### src/flash_rewrite_pkg.sv
/*
 Constants of the flash rewrite control block: offsets, fields,
 reset values and timing counts. Assumes a 125 MHz core clock.
*/
//
// Contract
// - Stop bit blocks access, reinitialises, powers down.
// - Stop/wait without rewrite auto powers flash off.
// - Abort resets sequence; program memory stays readable.
// - Abort during suspend also clears suspend state.
// - After abort delay, command ends, reads enabled.
// - Command error enable raises error interrupt.
// - Access error enable flags busy-area access.
// - Ready enable flags busy-to-ready transition.
// - Second register bits 0 to 2 read zero.
// - Rewrite disable clears all four inhibit bits.
// - Inhibited data-flash block ignores commands silently.
// - Lock disable bypasses check; erase unlocks block.
// - Lock disable auto-clears on listed events.
// - Ready flag low during any busy operation.
// - Abort bit 4, reads zero, needs enable+busy.
`timescale 1ns/1ns
package flash_rewrite_pkg;
    // ==========================================================
    // Register map
    localparam logic [8:0] ctrl_first_offset  = 9'h1B4;
    localparam logic [8:0] ctrl_second_offset = 9'h1B5;
    localparam logic [8:0] status_offset      = 9'h1B3;
    localparam logic [7:0] ctrl_first_reset   = 8'h00;
    localparam logic [7:0] ctrl_second_reset  = 8'h00;
    // ==========================================================
    // First control register fields
    localparam int rewrite_en_bit   = 1;
    localparam int ew1_bit          = 2;
    localparam int stop_bit         = 3;
    localparam int abort_bit        = 4;
    localparam int cmd_err_ie_bit   = 5;
    localparam int acc_err_ie_bit   = 6;
    localparam int ready_ie_bit     = 7;
    // ==========================================================
    // Second control register fields
    localparam int lock_dis_bit     = 3;
    localparam int inhibit_lsb      = 4;
    localparam int inhibit_count    = 4;
    // ==========================================================
    // Status register fields
    localparam int ready_irq_bit    = 0;
    localparam int acc_err_irq_bit  = 1;
    localparam int suspend_bit      = 6;
    localparam int ready_busy_bit   = 7;
    // ==========================================================
    // Timing
    localparam int clk_mhz             = 125;
    localparam int abort_delay_ns      = 3000;
    localparam int abort_delay_cycles  = (abort_delay_ns * clk_mhz) / 1000;
    localparam int wake_delay_ns       = 1000;
    localparam int wake_delay_cycles   = (wake_delay_ns * clk_mhz + 999) / 1000;
endpackage
`default_nettype wire

### src/flash_rewrite_ctrl.sv
/*
 Flash rewrite control: both control registers, stop and power-down,
 forced abort of the erase/write sequence, three flash interrupt
 requests, the lock-disable bit and the block-inhibit bits.
 Assumes decoder events arrive as one-cycle pulses and its busy state
 as a level, all synchronous to core_clk.
*/
`timescale 1ns/1ns
`default_nettype none
module flash_rewrite_ctrl #(
    parameter int timer_width = 12
) (
    input  wire logic       core_clk,        // Clock, 125 MHz
    input  wire logic       sys_rst,         // Sync reset, high
    input  wire logic [8:0] addr,            // Register address
    input  wire logic [7:0] wdata,           // Write data
    input  wire logic       wr_en,           // Write strobe
    input  wire logic       rd_en,           // Read strobe
    output var  logic [7:0] rdata,           // Read data, next cycle
    input  wire logic       seq_busy,        // Decoder operation running
    input  wire logic       seq_done,        // Program or erase done pulse
    input  wire logic       seq_ready_evt,   // Other busy-to-ready pulse
    input  wire logic       seq_err_evt,     // Program/erase/blank error pulse
    input  wire logic       seq_cmd_err,     // Command sequence error pulse
    input  wire logic       suspend_enter,   // Erase-suspend entry pulse
    input  wire logic       clear_status,    // Clear-status command pulse
    input  wire logic       busy_access,     // Access to area being rewritten
    input  wire logic       cmd_block_df,    // Command targets data flash
    input  wire logic [1:0] cmd_block_sel,   // Data-flash block index
    input  wire logic       low_power_req,   // Stop or wait mode entry
    output var  logic       access_allowed,  // Flash reads allowed
    output var  logic       prog_rom_read,   // Program ROM readable
    output var  logic       flash_power_on,  // Flash power enable
    output var  logic       ctrl_init,       // Control circuit reinit
    output var  logic       seq_abort,       // Sequence reset pulse
    output var  logic       suspend_clear,   // Suspend state clear pulse
    output var  logic       cmd_accept,      // Command allowed by inhibit
    output var  logic       lock_bypass,     // Skip lock check
    output var  logic       unlock_on_erase, // Erase also clears lock
    output var  logic       ready_busy_flag, // Status ready flag
    output var  logic       cmd_err_irq,     // Command error interrupt
    output var  logic       acc_err_irq,     // Access error interrupt
    output var  logic       ready_irq        // Ready interrupt
);
    initial
    begin
        if (flash_rewrite_pkg::abort_delay_cycles >= (1 << timer_width))
            $error("timer_width too small for abort delay");
    end

    // ==========================================================
    // Register decode
    logic wr_first;
    logic wr_second;
    logic wr_status;
    assign wr_first  = wr_en && (addr == flash_rewrite_pkg::ctrl_first_offset);
    assign wr_second = wr_en && (addr == flash_rewrite_pkg::ctrl_second_offset);
    assign wr_status = wr_en && (addr == flash_rewrite_pkg::status_offset);

    logic rewrite_en_reg;
    logic ew1_reg;
    logic stop_reg;
    logic cmd_err_ie_reg;
    logic acc_err_ie_reg;
    logic ready_ie_reg;
    logic lock_dis_reg;
    logic lock_armed_reg;
    logic ready_flag_reg;
    logic acc_err_flag_reg;
    logic cmd_err_flag_reg;
    logic [3:0] inhibit;

    // ==========================================================
    // First control register
    logic abort_fire;
    assign abort_fire = wr_first && wdata[flash_rewrite_pkg::abort_bit]
                        && rewrite_en_reg && !ready_busy_flag;

    always_ff @(posedge core_clk)
    begin
        if (sys_rst)
        begin
            rewrite_en_reg <= flash_rewrite_pkg::ctrl_first_reset[1];
            ew1_reg        <= flash_rewrite_pkg::ctrl_first_reset[2];
            cmd_err_ie_reg <= flash_rewrite_pkg::ctrl_first_reset[5];
            acc_err_ie_reg <= flash_rewrite_pkg::ctrl_first_reset[6];
            ready_ie_reg   <= flash_rewrite_pkg::ctrl_first_reset[7];
        end
        else if (wr_first)
        begin
            rewrite_en_reg <= wdata[flash_rewrite_pkg::rewrite_en_bit];
            ew1_reg        <= wdata[flash_rewrite_pkg::ew1_bit];
            cmd_err_ie_reg <= wdata[flash_rewrite_pkg::cmd_err_ie_bit];
            acc_err_ie_reg <= wdata[flash_rewrite_pkg::acc_err_ie_bit];
            ready_ie_reg   <= wdata[flash_rewrite_pkg::ready_ie_bit];
        end
    end

    // Stop bit is written only while rewrite mode is on or in the write that switches it on
    always_ff @(posedge core_clk)
    begin
        if (sys_rst)
            stop_reg <= flash_rewrite_pkg::ctrl_first_reset[3];
        else if (wr_first && (rewrite_en_reg || wdata[flash_rewrite_pkg::rewrite_en_bit]))
            stop_reg <= wdata[flash_rewrite_pkg::stop_bit];
    end

    // ==========================================================
    // Abort and wake timers
    logic abort_running;
    logic abort_done;
    logic wake_running;
    logic stop_fall;
    logic stop_d_reg;
    logic auto_off_reg;
    logic auto_off_d_reg;

    always_ff @(posedge core_clk)
    begin
        if (sys_rst)
            stop_d_reg <= 1'b0;
        else
            stop_d_reg <= stop_reg;
    end

    always_ff @(posedge core_clk)
    begin
        if (sys_rst)
            auto_off_reg <= 1'b0;
        else
            auto_off_reg <= low_power_req && !rewrite_en_reg;
    end

    always_ff @(posedge core_clk)
    begin
        if (sys_rst)
            auto_off_d_reg <= 1'b0;
        else
            auto_off_d_reg <= auto_off_reg;
    end

    assign stop_fall = (stop_d_reg && !stop_reg) || (auto_off_d_reg && !auto_off_reg);

    busy_timer #(
        .width (timer_width)
    ) u_abort_timer (
        .core_clk (core_clk),
        .sys_rst  (sys_rst),
        .start    (abort_fire),
        .cycles   (timer_width'(flash_rewrite_pkg::abort_delay_cycles)),
        .running  (abort_running),
        .done     (abort_done)
    );

    busy_timer #(
        .width (timer_width)
    ) u_wake_timer (
        .core_clk (core_clk),
        .sys_rst  (sys_rst),
        .start    (stop_fall),
        .cycles   (timer_width'(flash_rewrite_pkg::wake_delay_cycles)),
        .running  (wake_running),
        .done     ()
    );

    assign seq_abort     = abort_fire;
    assign suspend_clear = abort_fire;

    always_ff @(posedge core_clk)
    begin
        if (sys_rst)
            access_allowed <= 1'b1;
        else
            access_allowed <= !stop_reg && !auto_off_reg && !abort_running
                              && !abort_fire && !wake_running;
    end

    always_ff @(posedge core_clk)
    begin
        if (sys_rst)
            prog_rom_read <= 1'b1;
        else
            prog_rom_read <= !stop_reg && !auto_off_reg && !wake_running;
    end

    always_ff @(posedge core_clk)
    begin
        if (sys_rst)
        begin
            flash_power_on <= 1'b1;
            ctrl_init      <= 1'b0;
        end
        else
        begin
            flash_power_on <= !stop_reg && !auto_off_reg;
            ctrl_init      <= stop_reg;
        end
    end

    always_ff @(posedge core_clk)
    begin
        if (sys_rst)
            ready_busy_flag <= 1'b1;
        else
            ready_busy_flag <= !(seq_busy || abort_running || abort_fire
                                 || wake_running || stop_fall);
    end

    // ==========================================================
    // Second control register
    logic lock_clear;
    assign lock_clear = seq_done || seq_cmd_err || suspend_enter || !rewrite_en_reg
                        || stop_reg || abort_fire;

    always_ff @(posedge core_clk)
    begin
        if (sys_rst || lock_clear)
            lock_dis_reg <= 1'b0;
        else if (wr_second && wdata[flash_rewrite_pkg::lock_dis_bit] && lock_armed_reg)
            lock_dis_reg <= 1'b1;
        else if (wr_second && !wdata[flash_rewrite_pkg::lock_dis_bit])
            lock_dis_reg <= 1'b0;
    end

    always_ff @(posedge core_clk)
    begin
        if (sys_rst)
            lock_armed_reg <= 1'b0;
        else if (wr_second)
            lock_armed_reg <= !wdata[flash_rewrite_pkg::lock_dis_bit];
        else if (wr_first || wr_status)
            lock_armed_reg <= 1'b0;
    end

    block_inhibit #(
        .blocks (flash_rewrite_pkg::inhibit_count)
    ) u_inhibit (
        .core_clk    (core_clk),
        .sys_rst     (sys_rst),
        .wr          (wr_second),
        .other_wr    (wr_first || wr_status),
        .wdata       (wdata[7:4]),
        .rewrite_off (!rewrite_en_reg),
        .inhibit     (inhibit)
    );

    assign cmd_accept      = !(cmd_block_df && inhibit[cmd_block_sel]);
    assign lock_bypass     = lock_dis_reg;
    assign unlock_on_erase = lock_dis_reg;

    // ==========================================================
    // Interrupt request flags; a set wins over a clear
    logic ready_rise;
    logic ready_d_reg;
    always_ff @(posedge core_clk)
    begin
        if (sys_rst)
            ready_d_reg <= 1'b1;
        else
            ready_d_reg <= ready_busy_flag;
    end
    assign ready_rise = (ready_busy_flag && !ready_d_reg) || seq_ready_evt;

    always_ff @(posedge core_clk)
    begin
        if (sys_rst)
            ready_flag_reg <= 1'b0;
        else if (ready_ie_reg && ready_rise)
            ready_flag_reg <= 1'b1;
        else if (wr_status && !wdata[flash_rewrite_pkg::ready_irq_bit])
            ready_flag_reg <= 1'b0;
    end

    always_ff @(posedge core_clk)
    begin
        if (sys_rst)
            acc_err_flag_reg <= 1'b0;
        else if ((acc_err_ie_reg && busy_access && !ready_busy_flag)
                 || (cmd_err_ie_reg && (seq_err_evt || seq_cmd_err)))
            acc_err_flag_reg <= 1'b1;
        else if (clear_status
                 || (wr_status && !wdata[flash_rewrite_pkg::acc_err_irq_bit]))
            acc_err_flag_reg <= 1'b0;
    end

    always_ff @(posedge core_clk)
    begin
        if (sys_rst)
            cmd_err_flag_reg <= 1'b0;
        else if (cmd_err_ie_reg && (seq_err_evt || seq_cmd_err))
            cmd_err_flag_reg <= 1'b1;
        else if (clear_status)
            cmd_err_flag_reg <= 1'b0;
    end

    assign cmd_err_irq = cmd_err_flag_reg && cmd_err_ie_reg;
    assign acc_err_irq = acc_err_flag_reg && (acc_err_ie_reg || cmd_err_ie_reg);
    assign ready_irq   = ready_flag_reg && ready_ie_reg;

    // ==========================================================
    // Read data
    always_ff @(posedge core_clk)
    begin
        if (sys_rst)
            rdata <= 8'h00;
        else if (rd_en)
        begin
            unique case (addr)
                flash_rewrite_pkg::ctrl_first_offset:
                    rdata <= {ready_ie_reg, acc_err_ie_reg, cmd_err_ie_reg, 1'b0,
                              stop_reg, ew1_reg, rewrite_en_reg, 1'b0};
                flash_rewrite_pkg::ctrl_second_offset:
                    rdata <= {inhibit, lock_dis_reg, 3'h0};
                flash_rewrite_pkg::status_offset:
                    rdata <= {ready_busy_flag, 5'h00, acc_err_flag_reg, ready_flag_reg};
                default:
                    rdata <= 8'h00;
            endcase
        end
        else
            rdata <= 8'h00;
    end
endmodule
`default_nettype wire

### src/busy_timer.sv
/*
 Down counter holding busy for a set number of cycles.
 Assumes one-cycle start pulses; a new start restarts it.
*/
`timescale 1ns/1ns
`default_nettype none
module busy_timer #(
    parameter int width = 12
) (
    input  wire logic             core_clk, // Clock
    input  wire logic             sys_rst,  // Sync reset, high
    input  wire logic             start,    // Start pulse
    input  wire logic [width-1:0] cycles,   // Length in cycles
    output var  logic             running,  // Busy while counting
    output var  logic             done      // One-cycle end pulse
);
    initial
    begin
        if (width < 2)
            $error("busy_timer width too small");
    end

    logic [width-1:0] count_reg;

    always_ff @(posedge core_clk)
    begin
        if (sys_rst)
            count_reg <= '0;
        else if (start)
            count_reg <= cycles;
        else if (count_reg != '0)
            count_reg <= count_reg - 1'b1;
    end

    always_ff @(posedge core_clk)
    begin
        if (sys_rst)
            done <= 1'b0;
        else
            done <= !start && (count_reg == {{(width-1){1'b0}}, 1'b1});
    end

    assign running = (count_reg != '0);
endmodule
`default_nettype wire

### src/block_inhibit.sv
/*
 Data-flash write-inhibit bits; a bit clears on rewrite_off, or after a write
 of 1 directly followed by a write of 0.
 Assumes one-cycle write strobes.
*/
`timescale 1ns/1ns
`default_nettype none
module block_inhibit #(
    parameter int blocks = 4
) (
    input  wire logic              core_clk,     // Clock
    input  wire logic              sys_rst,      // Sync reset, high
    input  wire logic              wr,           // Register write
    input  wire logic              other_wr,     // Any other register write
    input  wire logic [blocks-1:0] wdata,        // Written field
    input  wire logic              rewrite_off,  // Rewrite mode disabled
    output var  logic [blocks-1:0] inhibit       // Inhibit bits
);
    initial
    begin
        if (blocks < 1)
            $error("block_inhibit needs at least one block");
    end

    logic [blocks-1:0] armed_reg;

    genvar i;
    generate
        for (i = 0; i < blocks; i++)
        begin : g_blk
            always_ff @(posedge core_clk)
            begin
                if (sys_rst || rewrite_off)
                    inhibit[i] <= 1'b0;
                else if (wr && wdata[i])
                    inhibit[i] <= 1'b1;
                else if (wr && !wdata[i] && armed_reg[i])
                    inhibit[i] <= 1'b0;
            end

            always_ff @(posedge core_clk)
            begin
                if (sys_rst)
                    armed_reg[i] <= 1'b0;
                else if (wr)
                    armed_reg[i] <= wdata[i];
                else if (other_wr)
                    armed_reg[i] <= 1'b0;
            end
        end
    endgenerate
endmodule
`default_nettype wire

### config.mk
export PLATFORM = sky130hd
export DESIGN_NAME = flash_rewrite_ctrl
export DESIGN_NICKNAME = d
export VERILOG_FILES = /design/src/flash_rewrite_pkg.sv /design/src/flash_rewrite_ctrl.sv /design/src/busy_timer.sv /design/src/block_inhibit.sv
export SDC_FILE = /design/constraint.sdc
export NUM_CORES = 1
export LEC_CHECK = 0
export BUFFER_PORTS_ARGS = -buffer_cell sky130_fd_sc_hd__buf_2
export CAP_MARGIN = 40
export CORE_MARGIN = 2
export CORE_UTILIZATION = 40
export CTS_CLUSTER_DIAMETER = 100
export DETAILED_ROUTE_END_ITERATION = 8
export GPL_ROUTABILITY_DRIVEN = 0
export PLACE_DENSITY = 0.69
export SETUP_SLACK_MARGIN = 0.02
export SLEW_MARGIN = 20
export SYNTH_ARGS = -nofsm -noshare
export SYNTH_HDL_FRONTEND = slang
export SYNTH_HIERARCHICAL = 1
export SYNTH_SLANG_ARGS = --single-unit
### constraint.sdc
create_clock -name core_clk -period 1.93 [get_ports core_clk]
set_clock_uncertainty 0.2 [all_clocks]
set_input_delay 0.386 -clock core_clk [delete_from_list [all_inputs] [get_ports core_clk]]
set_output_delay 0.386 -clock core_clk [all_outputs]
set_load 0.01 [all_outputs]
# Yosys cells after proc, flatten, opt, wreduce, memory -nomap -nowiden
# Cells that the tools add are included.
[word_totals]
ff_bits = 59
input_bits = 33
output_inout_bits = 21
elab_cells = 161
[classes]
addsub = 2
magnitude_cmp = 1
eq_ne = 3
muxes = 29
bitwise = 1
n_reduce_logical = 93
[op_table]
columns = ["cell", "n"]
rows = [
  ["logical AND 1 bit", 41],
  ["equality test 9 bit (second input constant)", 3],
  ["one-hot mux 8 bit (3 select lines)", 1],
  ["nonzero test 12 bit", 2],
  ["subtractor 12 x 1 -> 12 bit (second input constant)", 2],
  ["two-way mux 1 bit", 23],
  ["nonzero test 2 bit", 11],
  ["logical OR 1 bit", 19],
  ["two-way mux 9 bit", 2],
  ["zero test 1 bit", 17],
  ["two-way mux 7 bit", 2],
  ["OR reduction 2 bit", 3],
  ["< comparator 2 x 3 -> 1 bit (second input constant)", 1],
  ["binary-select mux 1 bit (select 2 bit)", 1],
  ["NOT 1 bit", 1],
]

# Depth between registers and ports, before layout
[depth]
word_depth = 9
depth_mapped = 7
depth_no_buf = 6

# Hierarchy
# The synthesis kept the hierarchy.
[by_module_without_submodules]
columns = ["mod", "instances", "cells_per_inst", "area_per_inst_um2", "seq_area_each_um2"]
rows = [
  ["busy_timer", 2, 78, 691.9, 260.2],
  ["flash_rewrite_ctrl", 1, 120, 1208.7, 540.5],
  ["block_inhibit", 1, 30, 307.8, 160.2],
]

# Least setup slack after synthesis
# Ideal clock, no wire load.
[synth_path]
path_kind = "in2reg"
startpoint = "in addr[0]"
endpoint = "reg u_abort_timer.count_reg[1]"
setup_ps = 59
arrival_ps = 1999
required_time_ps = 1671
setup_slack_ps = -328
stages = 6
path_buffers = 2
path_cell_list = "buf_6 -> nand4bb_4 -> nor4_2 -> nor2b_1 -> clkbuf_1 -> a22o_1"
[synth_between]
elab_chain_cells = 6
word_cells_on_any_way = 7
classes_between = "eq/ne (1); mux (1); reduce/logical (5)"
[synth_lines]
columns = ["item", "line", "source"]
rows = [
  ["start, declared", "flash_rewrite_ctrl.sv:15", "input wire logic [8:0] addr,"],
  ["equality test 9 bit *", "flash_rewrite_ctrl.sv:56", "assign wr_first = wr_en && (addr == flash_rewrite_pkg::ctrl_first_offset);"],
  ["logical AND 1 bit *", "flash_rewrite_ctrl.sv:56", ""],
  ["logical AND 1 bit *", "flash_rewrite_ctrl.sv:76", "assign abort_fire = wr_first && wdata[flash_rewrite_pkg::abort_bit]"],
  ["logical AND 1 bit * (2 in a row)", "flash_rewrite_ctrl.sv:77", "&& rewrite_en_reg && !ready_busy_flag;"],
  ["via seq_abort", "flash_rewrite_ctrl.sv:35", "output var logic seq_abort,"],
  ["two-way mux 9 bit / nonzero test 2 bit (equally long branches)", "-", ""],
  ["end signal, assigned", "busy_timer.sv:30", "count_reg <= cycles;"],
  ["end signal, assigned", "busy_timer.sv:32", "count_reg <= count_reg - 1'b1;"],
  ["end, declared", "busy_timer.sv:23", "logic [width-1:0] count_reg;"],
]
# The timed path passes the listed nets; every way through them passes the cells marked *.
# A chain may end at the register's enable or synchronous reset.

# Worst setup path after layout
[layout_path]
startpoint = "reg u_inhibit.inhibit[3]"
endpoint = "out cmd_accept"
[layout_between]
elab_chain_cells = 4
[layout_lines]
columns = ["item", "line", "source"]
rows = [
  ["start, declared", "block_inhibit.sv:17", "output var logic [blocks-1:0] inhibit"],
  ["start signal, assigned by index", "block_inhibit.sv:34", "inhibit[i] <= 1'b0;"],
  ["start signal, assigned by index", "block_inhibit.sv:36", "inhibit[i] <= 1'b1;"],
  ["start signal, assigned by index", "block_inhibit.sv:38", "inhibit[i] <= 1'b0;"],
  ["binary-select mux 1 bit (select 2 bit)", "flash_rewrite_ctrl.sv:247", "assign cmd_accept = !(cmd_block_df && inhibit[cmd_block_sel]);"],
  ["two-way mux 1 bit (implied by the code)", "flash_rewrite_ctrl.sv:247", ""],
  ["logical AND 1 bit", "flash_rewrite_ctrl.sv:247", ""],
  ["zero test 1 bit", "flash_rewrite_ctrl.sv:247", ""],
  ["end, declared", "flash_rewrite_ctrl.sv:37", "output var logic cmd_accept,"],
]
# No other way between the ends. The select of a mux whose other input is x is not followed.

==> run_results.csv <==
group,metric,value,unit
sta,drv_slew,0,
sta,finalCritPeriodShare,97.32,%
worst_setup_path,cp_slowest_cell,"mux4_2",
clocking,numCtsBuffers,9,
synthesis,netlist_area,0.002810,mm^2
global_route,grt_first_pass_wirelength,10.87,mm
sta,finalSetupViolCount,0,
sta,rsz0062_at_grt,"yes",
detailed_routing,via_per_inst,4.772,
die,ioPinCount,54,
cells_and_area,area_delta_synth_final,28.27,%
detailed_routing,wirelength,6.391,mm
clocking,clock-sinks,59,
sta,setup_tns,0,ns
clocking,cts_tree,"done",
worst_setup_path,cp_data_required_time,1.34,ns
sta,finalWorstSetupSlack,0.05172,ns
detailed_routing,final_antenna_net_count,0,
worst_setup_path,cp.arrival,1.29,ns
power,vdd_drop_max,0.5299,mV
synthesis,yosysWarnings,6,
worst_setup_path,crit_start,"u_inhibit/inhibit[3]",
worst_setup_path,critPathLaunchType,"register",
worst_setup_path,crit_fanout,2,
placement,io_buffers,53,
job,cap_violations,0,
global_route,grt_max_degree,27,
worst_hold_path,min_path_type,"in2reg",
outcome,outcome,"completed",
detailed_routing,met2_length,3.105,mm
detailed_routing,wl_met1,2.880,mm
cells_and_area,final_nets,437,
cells_and_area,num_antenna_cells,0,
power,pwr_density_cell,999.4,mW/mm^2
sta,fmaxAchievable,532.4,MHz
power,totalPowerFinal,3.602,mW
detailed_routing,drc,0,
die,dieArea,0.007712,mm^2
cells_and_area,drive_above_1_share,31.44,%
clocking,cts_hold_buffers,0,
sta,max_slew_margin,62.52,%
worst_setup_path,crit_type,"reg2out",
synthesis,avgSynthCellArea,9.494,um^2
synthesis,synthesis.instances,296,
clocking,insertion_delay,0.33,ns
detailed_routing,drt_iter0_markers,74,
worst_setup_path,critPathCaptureType,"output port",
power,leakage,1.573,nW
sta,holdWs,0.09617,ns
detailed_routing,wire_per_inst,12.78,um
placement,dp_hpwl,4.900,mm
global_route,grt-ovfl-total,0,
sta,layout_min_cycle_time,1.878,ns
global_route,grt_pass1_vias,2410,
worst_hold_path,hp-start,"wdata[2]",
worst_setup_path,path_cells,"mux4_2 > nand2_1 > buf_2",
sta,tightest_slew,0.5570,ns
clocking,cts_max_path_buffers,2,
cells_and_area,stdcell_area,0.003605,mm^2
detailed_routing,highest_layer,"met4",
detailed_routing,via_count,2386,
sta,hold_violations,0,
placement,place_area,0.003413,mm^2
cells_and_area,n_fill_cell,649,
die,rows,30,
die,die_y,87.82,um
die,die_width,87.82,um
global_route,antenna_found_initial,0,
clocking,cts.clk_slew.worst_paths,0.07,ns
global_route,grt_use_total,18.41,%
die,core,0.006794,mm^2
detailed_routing,first_pass_iters,4,
clocking,htree_num_levels,3,
clocking,cts-root-buf,"clkbuf_8",
detailed_routing,wl_met3,300,um
worst_setup_path,rr_startpoint,"u_wake_timer/count_reg[4]",
worst_setup_path,slowest_delay,0.45,ns
die,start_util,41.36,%
placement,dp_slack,0.009359,ns
[report_power, final]
group	internal, mW	total, mW	switching (mW)
registers	1.35	1.48	0.129
logic	0.572	1.15	0.582
clock network	0.486	0.971	0.486
total	2.41	3.60	1.20
[metrics by stage]
stage                     instances  utilization (%)
after global placement          483            50.24
after CTS                       500            52.95
after floorplan                 318                -
after detailed placement        483            50.24
after global routing            500            53.06
final                           500            53.06
[cell type report]
cell class	count	area, um^2	area share (%)
Sequential cell	59	1185	32.87
Timing Repair Buffer	78	452.9	12.57
Multi-Input combinational cell	242	1642	45.54
Tap cell	96	120.1	3.332
Inverter	10	37.54	1.041
Clock inverter	5	30.03	0.8330
Clock buffer	10	137.6	3.818
[worst paths after layout]
kind                               end  slack [ns]  cells after the start
max                         cmd_accept        0.05                      3
min                            ew1_reg         0.1                      3
max reg2reg  u_wake_timer/count_reg[1]        0.17                      5
min reg2reg                   rdata[0]        0.24                      2
[metal layers]
layer | global-route usage [%] | vias up
met5 | 0 | -
met4 | 7.133 | 0
met3 | 5.467 | 12
met2 | 30.58 | 50
met1 | 22.45 | 1097
li1 | - | 1227
[worst max-delay path: cells and delay by family, from the launching register on]
family / cells / cell delay, ns
buffers and inverters: 1 / 0.12
muxes: 1 / 0.45
DFF: 1 / 0.32
and+or+nand+nor: 1 / 0.06
[what timing repair did]
item	CTS	global route
resized for setup	1	3
setup endpoints to repair	3	4
buffers inserted	2	0
pin swaps	1	1
endpoints found under the hold margin	0	0
[layout by cell type (no fill, tap or decap), types with 10 or more instances in the layout]
cell type   n
inv_1      10
mux2i_1    10
xor2_1     10
nand2_1    32
a21oi_1    14
dfxtp_1    56
nor2_1     32
buf_2      53
clkbuf_8   10
xnor2_1    10
conb_1     24
buf_4      25
o21ai_0    19
(Power assumes the default switching activity.)
